--- src/verilog/scs_pkg.sv ---
package scs_pkg;
    // i/o register addresses
    localparam logic [15:0] MISC_ADDR      = 16'h03c2;
    localparam logic [15:0] ROM_CFG_ADDR   = 16'h03e1;
    localparam logic [15:0] SEC_CTRL_ADDR  = 16'h03e2;
    localparam logic [15:0] STATUS5_ADDR   = 16'h03e5;
    localparam logic [15:0] PAL_LO_ADDR    = 16'h03c6;
    localparam logic [15:0] PAL_HI_ADDR    = 16'h03c9;
    // reset values
    localparam logic [7:0]  MISC_RESET     = 8'h00;
    localparam logic [7:0]  SEC_CTRL_RESET = 8'h00;
    // strap bit positions
    localparam int          ROM_DECODE_BIT = 0;
    localparam int          ROM_WIDTH_BIT  = 1;
    localparam int          BUS_SEL_BIT    = 2;
    localparam int          CLK_DIR_BIT    = 3;
    localparam logic [7:0]  STRAP_INV_MASK = 8'hf3;
    // field positions
    localparam int          MISC_SEL_LO    = 2;
    localparam int          MISC_SEL_HI    = 3;
    localparam int          AUX_TWO_BIT    = 1;
    // memory windows (upper address bits)
    localparam logic [2:0]  VIDEO_MEM_TOP  = 3'h5;
    localparam logic [4:0]  BIOS_ROM_TOP   = 5'h18;
    // dot clock selections
    localparam logic [1:0]  DOT_CLK_ZERO   = 2'h0;
    localparam logic [1:0]  DOT_CLK_ONE    = 2'h1;
    localparam logic [1:0]  DOT_CLK_TWO    = 2'h2;
    // timing
    localparam int          CLK_PERIOD_NS  = 40;
    localparam int          EXT_CYCLE_NS   = 300;
    localparam int          EXT_CYCLE_CYC  = (EXT_CYCLE_NS + CLK_PERIOD_NS - 1) / CLK_PERIOD_NS;
    localparam int          AT_CMD_CYC     = 2;
    localparam int          PAL_WAIT_CYC   = 2;
    localparam int          REFRESH_NS     = 15600;
    localparam int          REFRESH_CYC    = REFRESH_NS / CLK_PERIOD_NS;
    localparam int          MEM_KB_DEFAULT = 256;
endpackage

--- src/verilog/scs_if.sv ---
`timescale 1ns/10ps
// strap, host bus and clock pin signals between the system and the device
interface scs_if
(
    input wire logic sys_clk,
    input wire logic sys_rst
);
    logic [7:0]  video_memory_data_pins;
    logic [19:0] addr;
    logic [7:0]  wdata;
    logic [7:0]  rdata;
    logic        mem_rd_n;
    logic        mem_wr_n;
    logic        io_rd_n;
    logic        io_wr_n;
    logic        byte_high_n;
    logic        bios_rom_enable_out;
    logic        data_buffer_enable_out;
    logic        card_feedback_out;
    logic        data_size_sixteen_out;
    logic        rom_width_indication;
    logic        palette_write_strobe;
    logic        palette_read_strobe;
    logic        aux_one_out;
    logic        aux_one_oe;
    logic        aux_two_out;
    logic        aux_two_oe;
    logic [1:0]  osc_level;
    logic        aux_clock_pin_one;
    logic        aux_clock_pin_two;

    // pin level: device drives while enabled, oscillators otherwise
    assign aux_clock_pin_one = aux_one_oe ? aux_one_out : osc_level[0];
    assign aux_clock_pin_two = aux_two_oe ? aux_two_out : osc_level[1];

    modport device
    (
        input  sys_clk, sys_rst, video_memory_data_pins, addr, wdata, mem_rd_n, mem_wr_n,
        input  io_rd_n, io_wr_n, byte_high_n, aux_clock_pin_one, aux_clock_pin_two,
        output rdata, bios_rom_enable_out, data_buffer_enable_out, card_feedback_out,
        output data_size_sixteen_out, rom_width_indication, palette_write_strobe,
        output palette_read_strobe, aux_one_out, aux_one_oe, aux_two_out, aux_two_oe
    );
    modport host
    (
        input  sys_clk, sys_rst, rdata, bios_rom_enable_out, data_buffer_enable_out,
        input  card_feedback_out, data_size_sixteen_out, rom_width_indication,
        input  palette_write_strobe, palette_read_strobe, aux_clock_pin_one,
        input  aux_clock_pin_two,
        output video_memory_data_pins, addr, wdata, mem_rd_n, mem_wr_n, io_rd_n,
        output io_wr_n, byte_high_n, osc_level
    );
endinterface

--- src/verilog/scs_device.sv ---
`timescale 1ns/10ps
// strap capture, clock select and bus decode of the graphics controller
module scs_device
#(
    parameter int MEM_KB      = scs_pkg::MEM_KB_DEFAULT,
    parameter int REFRESH_CYC = scs_pkg::REFRESH_CYC
)
(
    scs_if.device           bus,
    output logic [1:0]      dot_clk_sel,
    output logic            bus_is_isa,
    output logic            aux_clk_outputs,
    output logic            dram_refresh_req,
    output logic [7:0]      misc_output_clock_select,
    output logic            mem_size_ok
);
    logic [7:0]  strap_sync1;
    logic [7:0]  strap_sync2;
    logic        strap_done;
    logic [7:0]  straps;
    logic [1:0]  rom_strap_config;
    logic [7:0]  power_up_strap_config;
    logic [7:0]  second_extended_control;
    logic        io_wr_prev;
    logic        misc_wr;
    logic        video_hit;
    logic        rom_hit;
    logic        pal_hit;
    logic        io_hit;
    logic        mem_cycle;
    logic [15:0] refresh_cnt;
    logic [7:0]  next_rdata;
    logic [1:0]  next_dot_sel;

    // strap pins cross into the clock domain through two flops
    always_ff @(posedge bus.sys_clk)
    begin
        strap_sync1 <= bus.video_memory_data_pins;
        strap_sync2 <= strap_sync1;
    end

    // selective inversion of the strap levels
    assign straps = strap_sync2 ^ scs_pkg::STRAP_INV_MASK;

    // capture once on the first edge after reset release, then hold
    always_ff @(posedge bus.sys_clk)
    begin
        if (bus.sys_rst)
        begin
            strap_done            <= 1'b0;
            rom_strap_config      <= 2'h0;
            power_up_strap_config <= 8'h00;
        end
        else if (!strap_done)
        begin
            strap_done            <= 1'b1;
            rom_strap_config      <= straps[1:0];
            power_up_strap_config <= {straps[7:2], 2'h0};
        end
    end

    // mode bits seen by the rest of the block
    assign bus_is_isa      = power_up_strap_config[scs_pkg::BUS_SEL_BIT];
    assign aux_clk_outputs = power_up_strap_config[scs_pkg::CLK_DIR_BIT];

    // address decode of video memory, BIOS ROM and palette ports
    always_comb
    begin
        video_hit = bus.addr[19:17] == scs_pkg::VIDEO_MEM_TOP;
        rom_hit   = (bus.addr[19:15] == scs_pkg::BIOS_ROM_TOP)
                    && !rom_strap_config[scs_pkg::ROM_DECODE_BIT];
        pal_hit   = (bus.addr[15:0] >= scs_pkg::PAL_LO_ADDR)
                    && (bus.addr[15:0] <= scs_pkg::PAL_HI_ADDR);
        io_hit    = pal_hit
                    || bus.addr[15:0] == scs_pkg::MISC_ADDR
                    || bus.addr[15:0] == scs_pkg::ROM_CFG_ADDR
                    || bus.addr[15:0] == scs_pkg::SEC_CTRL_ADDR
                    || bus.addr[15:0] == scs_pkg::STATUS5_ADDR;
        mem_cycle = !bus.mem_rd_n || !bus.mem_wr_n;
    end

    // register writes take effect on the falling edge of the io write strobe
    always_ff @(posedge bus.sys_clk)
    begin
        if (bus.sys_rst)
            io_wr_prev <= 1'b1;
        else
            io_wr_prev <= bus.io_wr_n;
    end

    assign misc_wr = io_wr_prev && !bus.io_wr_n && bus.addr[15:0] == scs_pkg::MISC_ADDR;

    // miscellaneous output register
    always_ff @(posedge bus.sys_clk)
    begin
        if (bus.sys_rst)
            misc_output_clock_select <= scs_pkg::MISC_RESET;
        else if (misc_wr)
            misc_output_clock_select <= bus.wdata;
    end

    // second extended control register
    always_ff @(posedge bus.sys_clk)
    begin
        if (bus.sys_rst)
            second_extended_control <= scs_pkg::SEC_CTRL_RESET;
        else if (io_wr_prev && !bus.io_wr_n
                 && bus.addr[15:0] == scs_pkg::SEC_CTRL_ADDR)
            second_extended_control <= bus.wdata;
    end

    // read mux; bus and clock strap bits are never visible
    always_comb
    begin
        next_rdata = 8'h00;
        case (bus.addr[15:0])
            scs_pkg::MISC_ADDR:     next_rdata = misc_output_clock_select;
            scs_pkg::ROM_CFG_ADDR:  next_rdata = {6'h00, rom_strap_config};
            scs_pkg::SEC_CTRL_ADDR: next_rdata = second_extended_control;
            scs_pkg::STATUS5_ADDR:  next_rdata = {power_up_strap_config[7:4], 4'h0};
            default:                next_rdata = 8'h00;
        endcase
    end

    // read data register, loaded while the read strobe is low
    always_ff @(posedge bus.sys_clk)
    begin
        if (bus.sys_rst)
            bus.rdata <= 8'h00;
        else if (!bus.io_rd_n)
            bus.rdata <= next_rdata;
    end

    // dot clock multiplexer select
    always_comb
    begin
        if (aux_clk_outputs)
            next_dot_sel = scs_pkg::DOT_CLK_ZERO;
        else if (misc_output_clock_select[scs_pkg::MISC_SEL_HI])
            next_dot_sel = scs_pkg::DOT_CLK_TWO;
        else if (misc_output_clock_select[scs_pkg::MISC_SEL_LO])
            next_dot_sel = scs_pkg::DOT_CLK_ONE;
        else
            next_dot_sel = scs_pkg::DOT_CLK_ZERO;
    end

    always_ff @(posedge bus.sys_clk)
    begin
        if (bus.sys_rst)
            dot_clk_sel <= scs_pkg::DOT_CLK_ZERO;
        else
            dot_clk_sel <= next_dot_sel;
    end

    // auxiliary clock pins when they are outputs
    always_ff @(posedge bus.sys_clk)
    begin
        if (bus.sys_rst)
        begin
            bus.aux_one_out <= 1'b1;
            bus.aux_two_out <= 1'b0;
        end
        else
        begin
            bus.aux_one_out <= !(misc_wr && aux_clk_outputs);
            bus.aux_two_out <= second_extended_control[scs_pkg::AUX_TWO_BIT];
        end
    end

    assign bus.aux_one_oe = aux_clk_outputs;
    assign bus.aux_two_oe = aux_clk_outputs;

    // bus side select, size and feedback outputs
    always_ff @(posedge bus.sys_clk)
    begin
        if (bus.sys_rst)
        begin
            bus.card_feedback_out     <= 1'b1;
            bus.data_size_sixteen_out <= 1'b1;
            bus.bios_rom_enable_out   <= 1'b1;
            bus.data_buffer_enable_out <= 1'b1;
            bus.rom_width_indication  <= 1'b1;
        end
        else
        begin
            bus.rom_width_indication <= !rom_strap_config[scs_pkg::ROM_WIDTH_BIT];
            bus.bios_rom_enable_out  <= !(rom_hit && !bus.mem_rd_n);
            bus.data_buffer_enable_out <= !((video_hit && mem_cycle)
                                            || (io_hit && (!bus.io_rd_n || !bus.io_wr_n)));
            if (bus_is_isa)
            begin
                // static in ISA mode for external 16-bit select, low only when the ROM width strap bit is set
                bus.card_feedback_out     <= !rom_strap_config[scs_pkg::ROM_WIDTH_BIT];
                bus.data_size_sixteen_out <= !(video_hit && mem_cycle);
            end
            else
            begin
                bus.card_feedback_out     <= !((video_hit || rom_hit) && mem_cycle
                                               || io_hit && (!bus.io_rd_n || !bus.io_wr_n));
                bus.data_size_sixteen_out <= !(rom_strap_config[scs_pkg::ROM_WIDTH_BIT]
                                               && rom_hit);
            end
        end
    end

    // palette strobes for the external colour table
    always_ff @(posedge bus.sys_clk)
    begin
        if (bus.sys_rst)
        begin
            bus.palette_write_strobe <= 1'b1;
            bus.palette_read_strobe  <= 1'b1;
        end
        else
        begin
            bus.palette_write_strobe <= !(pal_hit && !bus.io_wr_n);
            bus.palette_read_strobe  <= !(pal_hit && !bus.io_rd_n);
        end
    end

    // refresh request timer for the video memory controller
    always_ff @(posedge bus.sys_clk)
    begin
        if (bus.sys_rst)
        begin
            refresh_cnt      <= 16'h0000;
            dram_refresh_req <= 1'b0;
        end
        else if (refresh_cnt == 16'(REFRESH_CYC - 1))
        begin
            refresh_cnt      <= 16'h0000;
            dram_refresh_req <= 1'b1;
        end
        else
        begin
            refresh_cnt      <= refresh_cnt + 16'h0001;
            dram_refresh_req <= 1'b0;
        end
    end

    // only the three array sizes of 64Kx4 parts are supported
    assign mem_size_ok = (MEM_KB == 256) || (MEM_KB == 512) || (MEM_KB == 1024);
endmodule

--- src/flat_wrapper.sv ---
// flat-port wrapper written by rule: the top's interface ports become plain ports
module scs_device_flat 
#(
    parameter int MEM_KB      = scs_pkg::MEM_KB_DEFAULT,
    parameter int REFRESH_CYC = scs_pkg::REFRESH_CYC
)
  (dot_clk_sel, bus_is_isa, aux_clk_outputs, dram_refresh_req, misc_output_clock_select, mem_size_ok, sys_clk, sys_rst, bus_video_memory_data_pins, bus_addr, bus_wdata, bus_mem_rd_n, bus_mem_wr_n, bus_io_rd_n, bus_io_wr_n, bus_byte_high_n, bus_rdata, bus_bios_rom_enable_out, bus_data_buffer_enable_out, bus_card_feedback_out, bus_data_size_sixteen_out, bus_rom_width_indication, bus_palette_write_strobe, bus_palette_read_strobe, bus_aux_one_out, bus_aux_one_oe, bus_aux_two_out, bus_aux_two_oe);
  scs_if bus_i (.sys_clk(sys_clk), .sys_rst(sys_rst));
  output logic [1:0] dot_clk_sel;
  output logic bus_is_isa;
  output logic aux_clk_outputs;
  output logic dram_refresh_req;
  output logic [7:0] misc_output_clock_select;
  output logic mem_size_ok;
  input wire logic sys_clk;
  input wire logic sys_rst;
  input wire logic [$bits(bus_i.video_memory_data_pins)-1:0] bus_video_memory_data_pins;
  input wire logic [$bits(bus_i.addr)-1:0] bus_addr;
  input wire logic [$bits(bus_i.wdata)-1:0] bus_wdata;
  input wire logic [$bits(bus_i.mem_rd_n)-1:0] bus_mem_rd_n;
  input wire logic [$bits(bus_i.mem_wr_n)-1:0] bus_mem_wr_n;
  input wire logic [$bits(bus_i.io_rd_n)-1:0] bus_io_rd_n;
  input wire logic [$bits(bus_i.io_wr_n)-1:0] bus_io_wr_n;
  input wire logic [$bits(bus_i.byte_high_n)-1:0] bus_byte_high_n;
  output wire logic [$bits(bus_i.rdata)-1:0] bus_rdata;
  output wire logic [$bits(bus_i.bios_rom_enable_out)-1:0] bus_bios_rom_enable_out;
  output wire logic [$bits(bus_i.data_buffer_enable_out)-1:0] bus_data_buffer_enable_out;
  output wire logic [$bits(bus_i.card_feedback_out)-1:0] bus_card_feedback_out;
  output wire logic [$bits(bus_i.data_size_sixteen_out)-1:0] bus_data_size_sixteen_out;
  output wire logic [$bits(bus_i.rom_width_indication)-1:0] bus_rom_width_indication;
  output wire logic [$bits(bus_i.palette_write_strobe)-1:0] bus_palette_write_strobe;
  output wire logic [$bits(bus_i.palette_read_strobe)-1:0] bus_palette_read_strobe;
  output wire logic [$bits(bus_i.aux_one_out)-1:0] bus_aux_one_out;
  output wire logic [$bits(bus_i.aux_one_oe)-1:0] bus_aux_one_oe;
  output wire logic [$bits(bus_i.aux_two_out)-1:0] bus_aux_two_out;
  output wire logic [$bits(bus_i.aux_two_oe)-1:0] bus_aux_two_oe;
  assign bus_i.video_memory_data_pins = bus_video_memory_data_pins;
  assign bus_i.addr = bus_addr;
  assign bus_i.wdata = bus_wdata;
  assign bus_i.mem_rd_n = bus_mem_rd_n;
  assign bus_i.mem_wr_n = bus_mem_wr_n;
  assign bus_i.io_rd_n = bus_io_rd_n;
  assign bus_i.io_wr_n = bus_io_wr_n;
  assign bus_i.byte_high_n = bus_byte_high_n;
  assign bus_rdata = bus_i.rdata;
  assign bus_bios_rom_enable_out = bus_i.bios_rom_enable_out;
  assign bus_data_buffer_enable_out = bus_i.data_buffer_enable_out;
  assign bus_card_feedback_out = bus_i.card_feedback_out;
  assign bus_data_size_sixteen_out = bus_i.data_size_sixteen_out;
  assign bus_rom_width_indication = bus_i.rom_width_indication;
  assign bus_palette_write_strobe = bus_i.palette_write_strobe;
  assign bus_palette_read_strobe = bus_i.palette_read_strobe;
  assign bus_aux_one_out = bus_i.aux_one_out;
  assign bus_aux_one_oe = bus_i.aux_one_oe;
  assign bus_aux_two_out = bus_i.aux_two_out;
  assign bus_aux_two_oe = bus_i.aux_two_oe;
  scs_device #(.MEM_KB(MEM_KB), .REFRESH_CYC(REFRESH_CYC)) u_core (.bus(bus_i), .dot_clk_sel(dot_clk_sel), .bus_is_isa(bus_is_isa), .aux_clk_outputs(aux_clk_outputs), .dram_refresh_req(dram_refresh_req), .misc_output_clock_select(misc_output_clock_select), .mem_size_ok(mem_size_ok));
endmodule
--- config.mk ---
export PLATFORM = sky130hd
export DESIGN_NAME = scs_device_flat
export DESIGN_NICKNAME = d
export VERILOG_FILES = /design/src/verilog/scs_pkg.sv /design/src/verilog/scs_if.sv /design/src/verilog/scs_device.sv /design/src/flat_wrapper.sv
export SDC_FILE = /design/constraint.sdc
export NUM_CORES = 1
export LEC_CHECK = 0
export BUFFER_PORTS_ARGS = -buffer_cell sky130_fd_sc_hd__buf_2
export CAP_MARGIN = 20
export CORE_MARGIN = 1
export CORE_UTILIZATION = 52
export DETAILED_ROUTE_END_ITERATION = 8
export GPL_ROUTABILITY_DRIVEN = 0
export PLACE_DENSITY = 0.78
export SETUP_SLACK_MARGIN = 0.5
export SYNTH_ARGS = -nofsm -noshare
export SYNTH_HDL_FRONTEND = slang
export SYNTH_SLANG_ARGS = --single-unit
--- constraint.sdc ---
create_clock -name sys_clk -period 2.7 [get_ports sys_clk]
set_clock_uncertainty 0.05 [all_clocks]
set_input_delay 0.675 -clock sys_clk [delete_from_list [all_inputs] [get_ports sys_clk]]
set_output_delay 0.675 -clock sys_clk [all_outputs]
set_load 0.05 [all_outputs]
# Word-level counts from Yosys, hierarchy flattened
# Index checks and enable logic that the tools add are counted.
# word_totals
out_inout_bits,33
wordCells,79
reg_bits,78
# classes
n_bitwise,1
order_cmp,2
add_sub_neg,1
eq_ne,7
reduce_logical,39
muxes,7
# ops
operator,n
$eq 16x10->1 const B,4
$pmux 8 s4,1
$add 16x1->16 const B,1
$eq 16x9->1 const B,1
$ge 16x10->1 const B,1
$le 16x10->1 const B,1
$logic_not 1->1,14
$logic_and 1x1->1,13
$logic_or 1x1->1,9
$not 6->6,1
$eq 5x5->1 const B,1
$mux 1,5
$reduce_or 2->1,2
$eq 3x3->1 const B,1
$reduce_or 3->1,1
$mux 2,1

# Longest topological paths before layout
# depth
ltp_word,10
depth_mapped,7

# Worst setup path after synthesis
# No wires, ideal clock.
# synth_path
path_type,input to register
from,input bus_addr[13]
to,register u_core.misc_output_clock_select[3]
setup_time_ns,0.132
stages,7
required_ns,2.518
arrival_ns,2.120
path_slack_ns,0.398
path_buffers,3
cell_sequence,or4_4 buf_6 or3_1 buf_2 buf_6 o21ai_1 a21oi_1
# synth_between
elab_chain_cells,2
# synth_rtl
item,line,text
"start, declared",flat_wrapper.sv:18,input wire logic [$bits(bus_i.addr)-1:0] bus_addr;
$eq 16x10->1,scs_device.sv:91,assign misc_wr = io_wr_prev && !bus.io_wr_n && bus.addr[15:0] == scs_pkg::MISC_ADDR;
$logic_and 1x1->1,scs_device.sv:91,
"end signal, assigned",scs_device.sv:97,misc_output_clock_select <= scs_pkg::MISC_RESET;
"end signal, assigned",scs_device.sv:99,misc_output_clock_select <= bus.wdata;
"end, declared",scs_device.sv:14,"output logic [7:0] misc_output_clock_select,"
# Every way passes these cells.
# A chain may end at the register's enable or synchronous reset.

# Worst setup path in the final report
# layout_path
from,input bus_addr[0]
to,register u_core.second_extended_control[2]
# layout_between
elab_chain_cells,2
# layout_rtl
item,line,text
$eq 16x10->1,scs_device.sv:108,&& bus.addr[15:0] == scs_pkg::SEC_CTRL_ADDR)
$logic_and 1x1->1,scs_device.sv:108,
"end signal, assigned",scs_device.sv:106,second_extended_control <= scs_pkg::SEC_CTRL_RESET;
"end signal, assigned",scs_device.sv:109,second_extended_control <= bus.wdata;
"end, declared",scs_device.sv:23,logic [7:0] second_extended_control;
# Every way passes these cells.

==> summary.md <==
| Metric | Value |
|---|---|
| Crit share post-route | `76.8%` |
| Power per cell area | `598 nW/um^2` |
| Drt first-iter violations | `201` |
| Dpl hpwl | `4640 microns` |
| Design area | `3620 sq um` |
| Multi-input gate area | `1340 sq um` |
| Required @ worst endpoint | `2.85 ns` |
| H-tree depth | `3` |
| Simple-gate area share of the yosys netlist | `23.5%` |
| Min-Delay Endpoint | `u_core.strap_sync2[2]` |
| Min-delay src | `u_core.strap_sync1[2]` |
| IR drop worst, VDD | `0.395 mV` |
| # IOs | `76` |
| Xor and xnor area share after synthesis | `3.48%` |
| Critical path startpoint category | `input pin` |
| Number of global-route vias before repair | `2,331` |
| Unrepaired setup endpoints after global routing | `false` |
| Port buffer count | `73` |
| Die outline width | `78.3 microns` |
| Family with the most delay on the worst path | `simple AND/OR/NAND/NOR gates` |
| Reg2reg end | `u_core.refresh_cnt[12]` |
| Register area share after synthesis | `51.6%` |
| Mux cell area share after synthesis | `4.30%` |
| Largest net degree at the start of global routing | `25` |
| Final WL | `6620 microns` |
| Count leader, synth | `dfxtp_1` |
| Endpoints failing hold | `0` |
| Post-synth cell types | `52` |
| Drt first pass iters | `6` |
| Gr usage total | `23.3%` |
| Critical Path Max Stage Delay | `0.58 ns` |
| Hold WS | `0.272 ns` |
| Max-cap viol count | `0` |
| Asr flop ratio synth | `0%` |
| Fin crit period | `2.07 ns` |
| Slack of the worst reg-to-reg path | `1.15 ns` |
| Synth top area cells | `dfxtp_1 (52%), nor2_1 (4.5%), nand4_1 (4.1%), a21oi_1 (4.0%), mux2_2 (2.6%)` |
| Core Region | `5540 sq um` |
| Worst-path clk slew | `0.08 ns` |
| Top cells by count, synth | `dfxtp_1 (78), nor2_1 (36), a21oi_1 (24), nand4_1 (20), nand2_1 (14)` |
| Syn Std Cell Area | `3020 sq um` |
| # DRC | `0` |
| Worst min-delay path class | `reg -> reg` |
| Post-synthesis compound-gate area fraction | `12.0%` |
| Initial antenna violation count | `0` |
| Number of synthesized flops with an enable pin | `0` |
| Cells after Synth | `316` |
| # setup viols final | `0` |
| Reg2Reg Depth | `4` |
| Area after DPL | `3420 sq um` |
| Latest clock arrival within the worst-skew pair | `0.35 ns` |
| CP Capture Type | `flop` |
| Slew of the pin with the lowest slew margin | `0.500 ns` |
| Combinational family with the most area after synthesis | `simple AND/OR/NAND/NOR gates` |
| Worst slew margin | `66.4%` |
| Fin nets | `433` |
| Clock tree buffer depth | `2` |
| Fin. max-slew vios | `0` |
| Syn Area/Cell | `9.57 sq um` |
| Critical-path cell with the highest stage delay | `or4b_4` |
| Total Negative Setup Slacks | `0 ns` |
| Critical path, cell by cell | `buf_2, or4b_4, or3_1, o21ai_0, a21oi_1` |
| Initial core utilization | `54.6%` |
| Worst path bufs/invs | `1` |
| Sink Count | `78` |
| Worst Path Max Fanout | `7` |
| CTS Root Cell | `clkbuf_8` |
| Synth area leader | `dfxtp_1` |
| Critical path class | `in -> reg` |
| Number of vias per cell | `5.55` |
| Top_reg_cell synth | `dfxtp_1` |
| TritonCTS clock tree | `done` |
| Area of the die | `6120 sq um` |
| Die height | `78.3 microns` |
| Post-route ant nets | `0` |
| Top cell type's share of synthesized area | `51.6%` |
| Area Overhead vs Synth | `19.6%` |
| Final Util | `65.3%` |
| Worst hold stages | `0` |
| Congestion Overflow GR | `0` |
| Synth Register Bits | `78` |
| WL/cell | `14.3 microns` |
| Syn_nets | `361` |
| Floorplan row count | `27` |
| Status | `finished, final reports clean` |
| Achievable Freq | `482 MHz` |
| Total power | `0.00216 W` |
| Ys Warns | `0` |
| Sequential cell area | `1560 sq um` |
| # hold bufs at CTS | `0` |
| Pleak | `1.46 nW` |
| DR vias | `2,576` |
| R2R Path Start | `u_core.refresh_cnt[2]` |
| Share of cells above drive strength 1 | `28.6%` |
| Synth Area in Adders | `0.827%` |
| CP Data Arrival Time | `2.23 ns` |
| TritonCTS Buffers | `9` |
| Diode count | `0` |
| First-pass GRT wire length | `11,000 microns` |
| Fill count | `446` |
-- state kept, by name, summed over array words and instances (netlist names), 2 cells and up --
| signal | cells |
|---|---|
| u_core.refresh_cnt | 16 |
| u_core.second_extended_control | 8 |
| u_core.dot_clk_sel | 2 |
| u_core.rom_strap_config | 2 |
| u_core.strap_sync1 | 8 |
| u_core.strap_sync2 | 8 |
| u_core.misc_output_clock_select | 8 |
| u_core.power_up_strap_config | 6 |
| u_core.bus.rdata | 8 |
-- kinds of logic (layout without fill, tap and decap cells) --
| group | after synthesis | count (layout) |
|---|---|---|
| other | 1 | 1 |
| DFF | 78 | 78 |
| xor gates and xnor gates | 12 | 12 |
| adders and majority gates | 2 | 2 |
| AOI/OAI and AO/OA | 62 | 62 |
| muxes | 12 | 12 |
| buffers and inverters | 24 | 100 |
| and+or+nand+nor | 125 | 125 |
-- where the power goes --
group | internal [W] | total [W] | switching, W
Sequential | 0.00118 | 0.00119 | 0.0000177
Combinational | 0.0000521 | 0.000136 | 0.0000836
Clock | 0.000425 | 0.000833 | 0.000407
-- how the worst max path moves through the flow --
stage                                         endpoint          from  depth (start not counted)
floorplan           u_core.misc_output_clock_select[3]  bus_addr[13]                          7
global placement     u_core.second_extended_control[5]  bus_addr[13]                          5
detailed placement   u_core.second_extended_control[2]  bus_addr[13]                          5
CTS                  u_core.second_extended_control[2]   bus_addr[0]                          5
global route                       u_core.bus.rdata[5]  bus_addr[13]                          5
finish               u_core.second_extended_control[2]   bus_addr[0]                          5
-- layout by cell type (no fill, tap or decap), drive strengths merged, types with 5 or more instances in the layout --
cell type / count
buf: 79
dfxtp: 78
nor2: 36
a21oi: 24
o21ai: 22
nand4: 20
nand2: 14
nand3: 12
clkbuf: 10
mux2: 8
xor2: 7
nor4: 7
a22oi: 6
inv: 6
or3: 6
xnor2: 5
-- metal layers --
metal | part of all wire, % | routed length [microns] | vias to the layer above | GRT usage [%]
li1 | - | - | 1283 | -
met5 | 0 | 0 | - | 0
met4 | 1.5 | 102 | 0 | 9.44
met3 | 6.4 | 425 | 12 | 5.81
met1 | 43 | 2850 | 1186 | 29.2
met2 | 49 | 3250 | 95 | 38.2
-- what timing repair did --
action / in CTS / in global routing
setup endpoints to repair: 1 / 0
resized for setup: 1 / 0
setup buffers: 0 / 0
-- through the flow --
stage                     instances  setup slack [ns]
after detailed placement        449             0.107
after global placement          449             0.200
after floorplan                 316             0.398
after CTS                       464             0.654
after global routing            464             0.585
final                           464             0.625
-- layout make-up --
type	instances	share of cell area (%)
multi-input cells	214	37.2
clock inverters	5	1.66
inverters	6	0.623
clock buffers	10	3.53
well taps	72	2.49
flip-flops and latches	78	43.2
repair buffers	79	11.3
(Power assumes the default switching activity.)
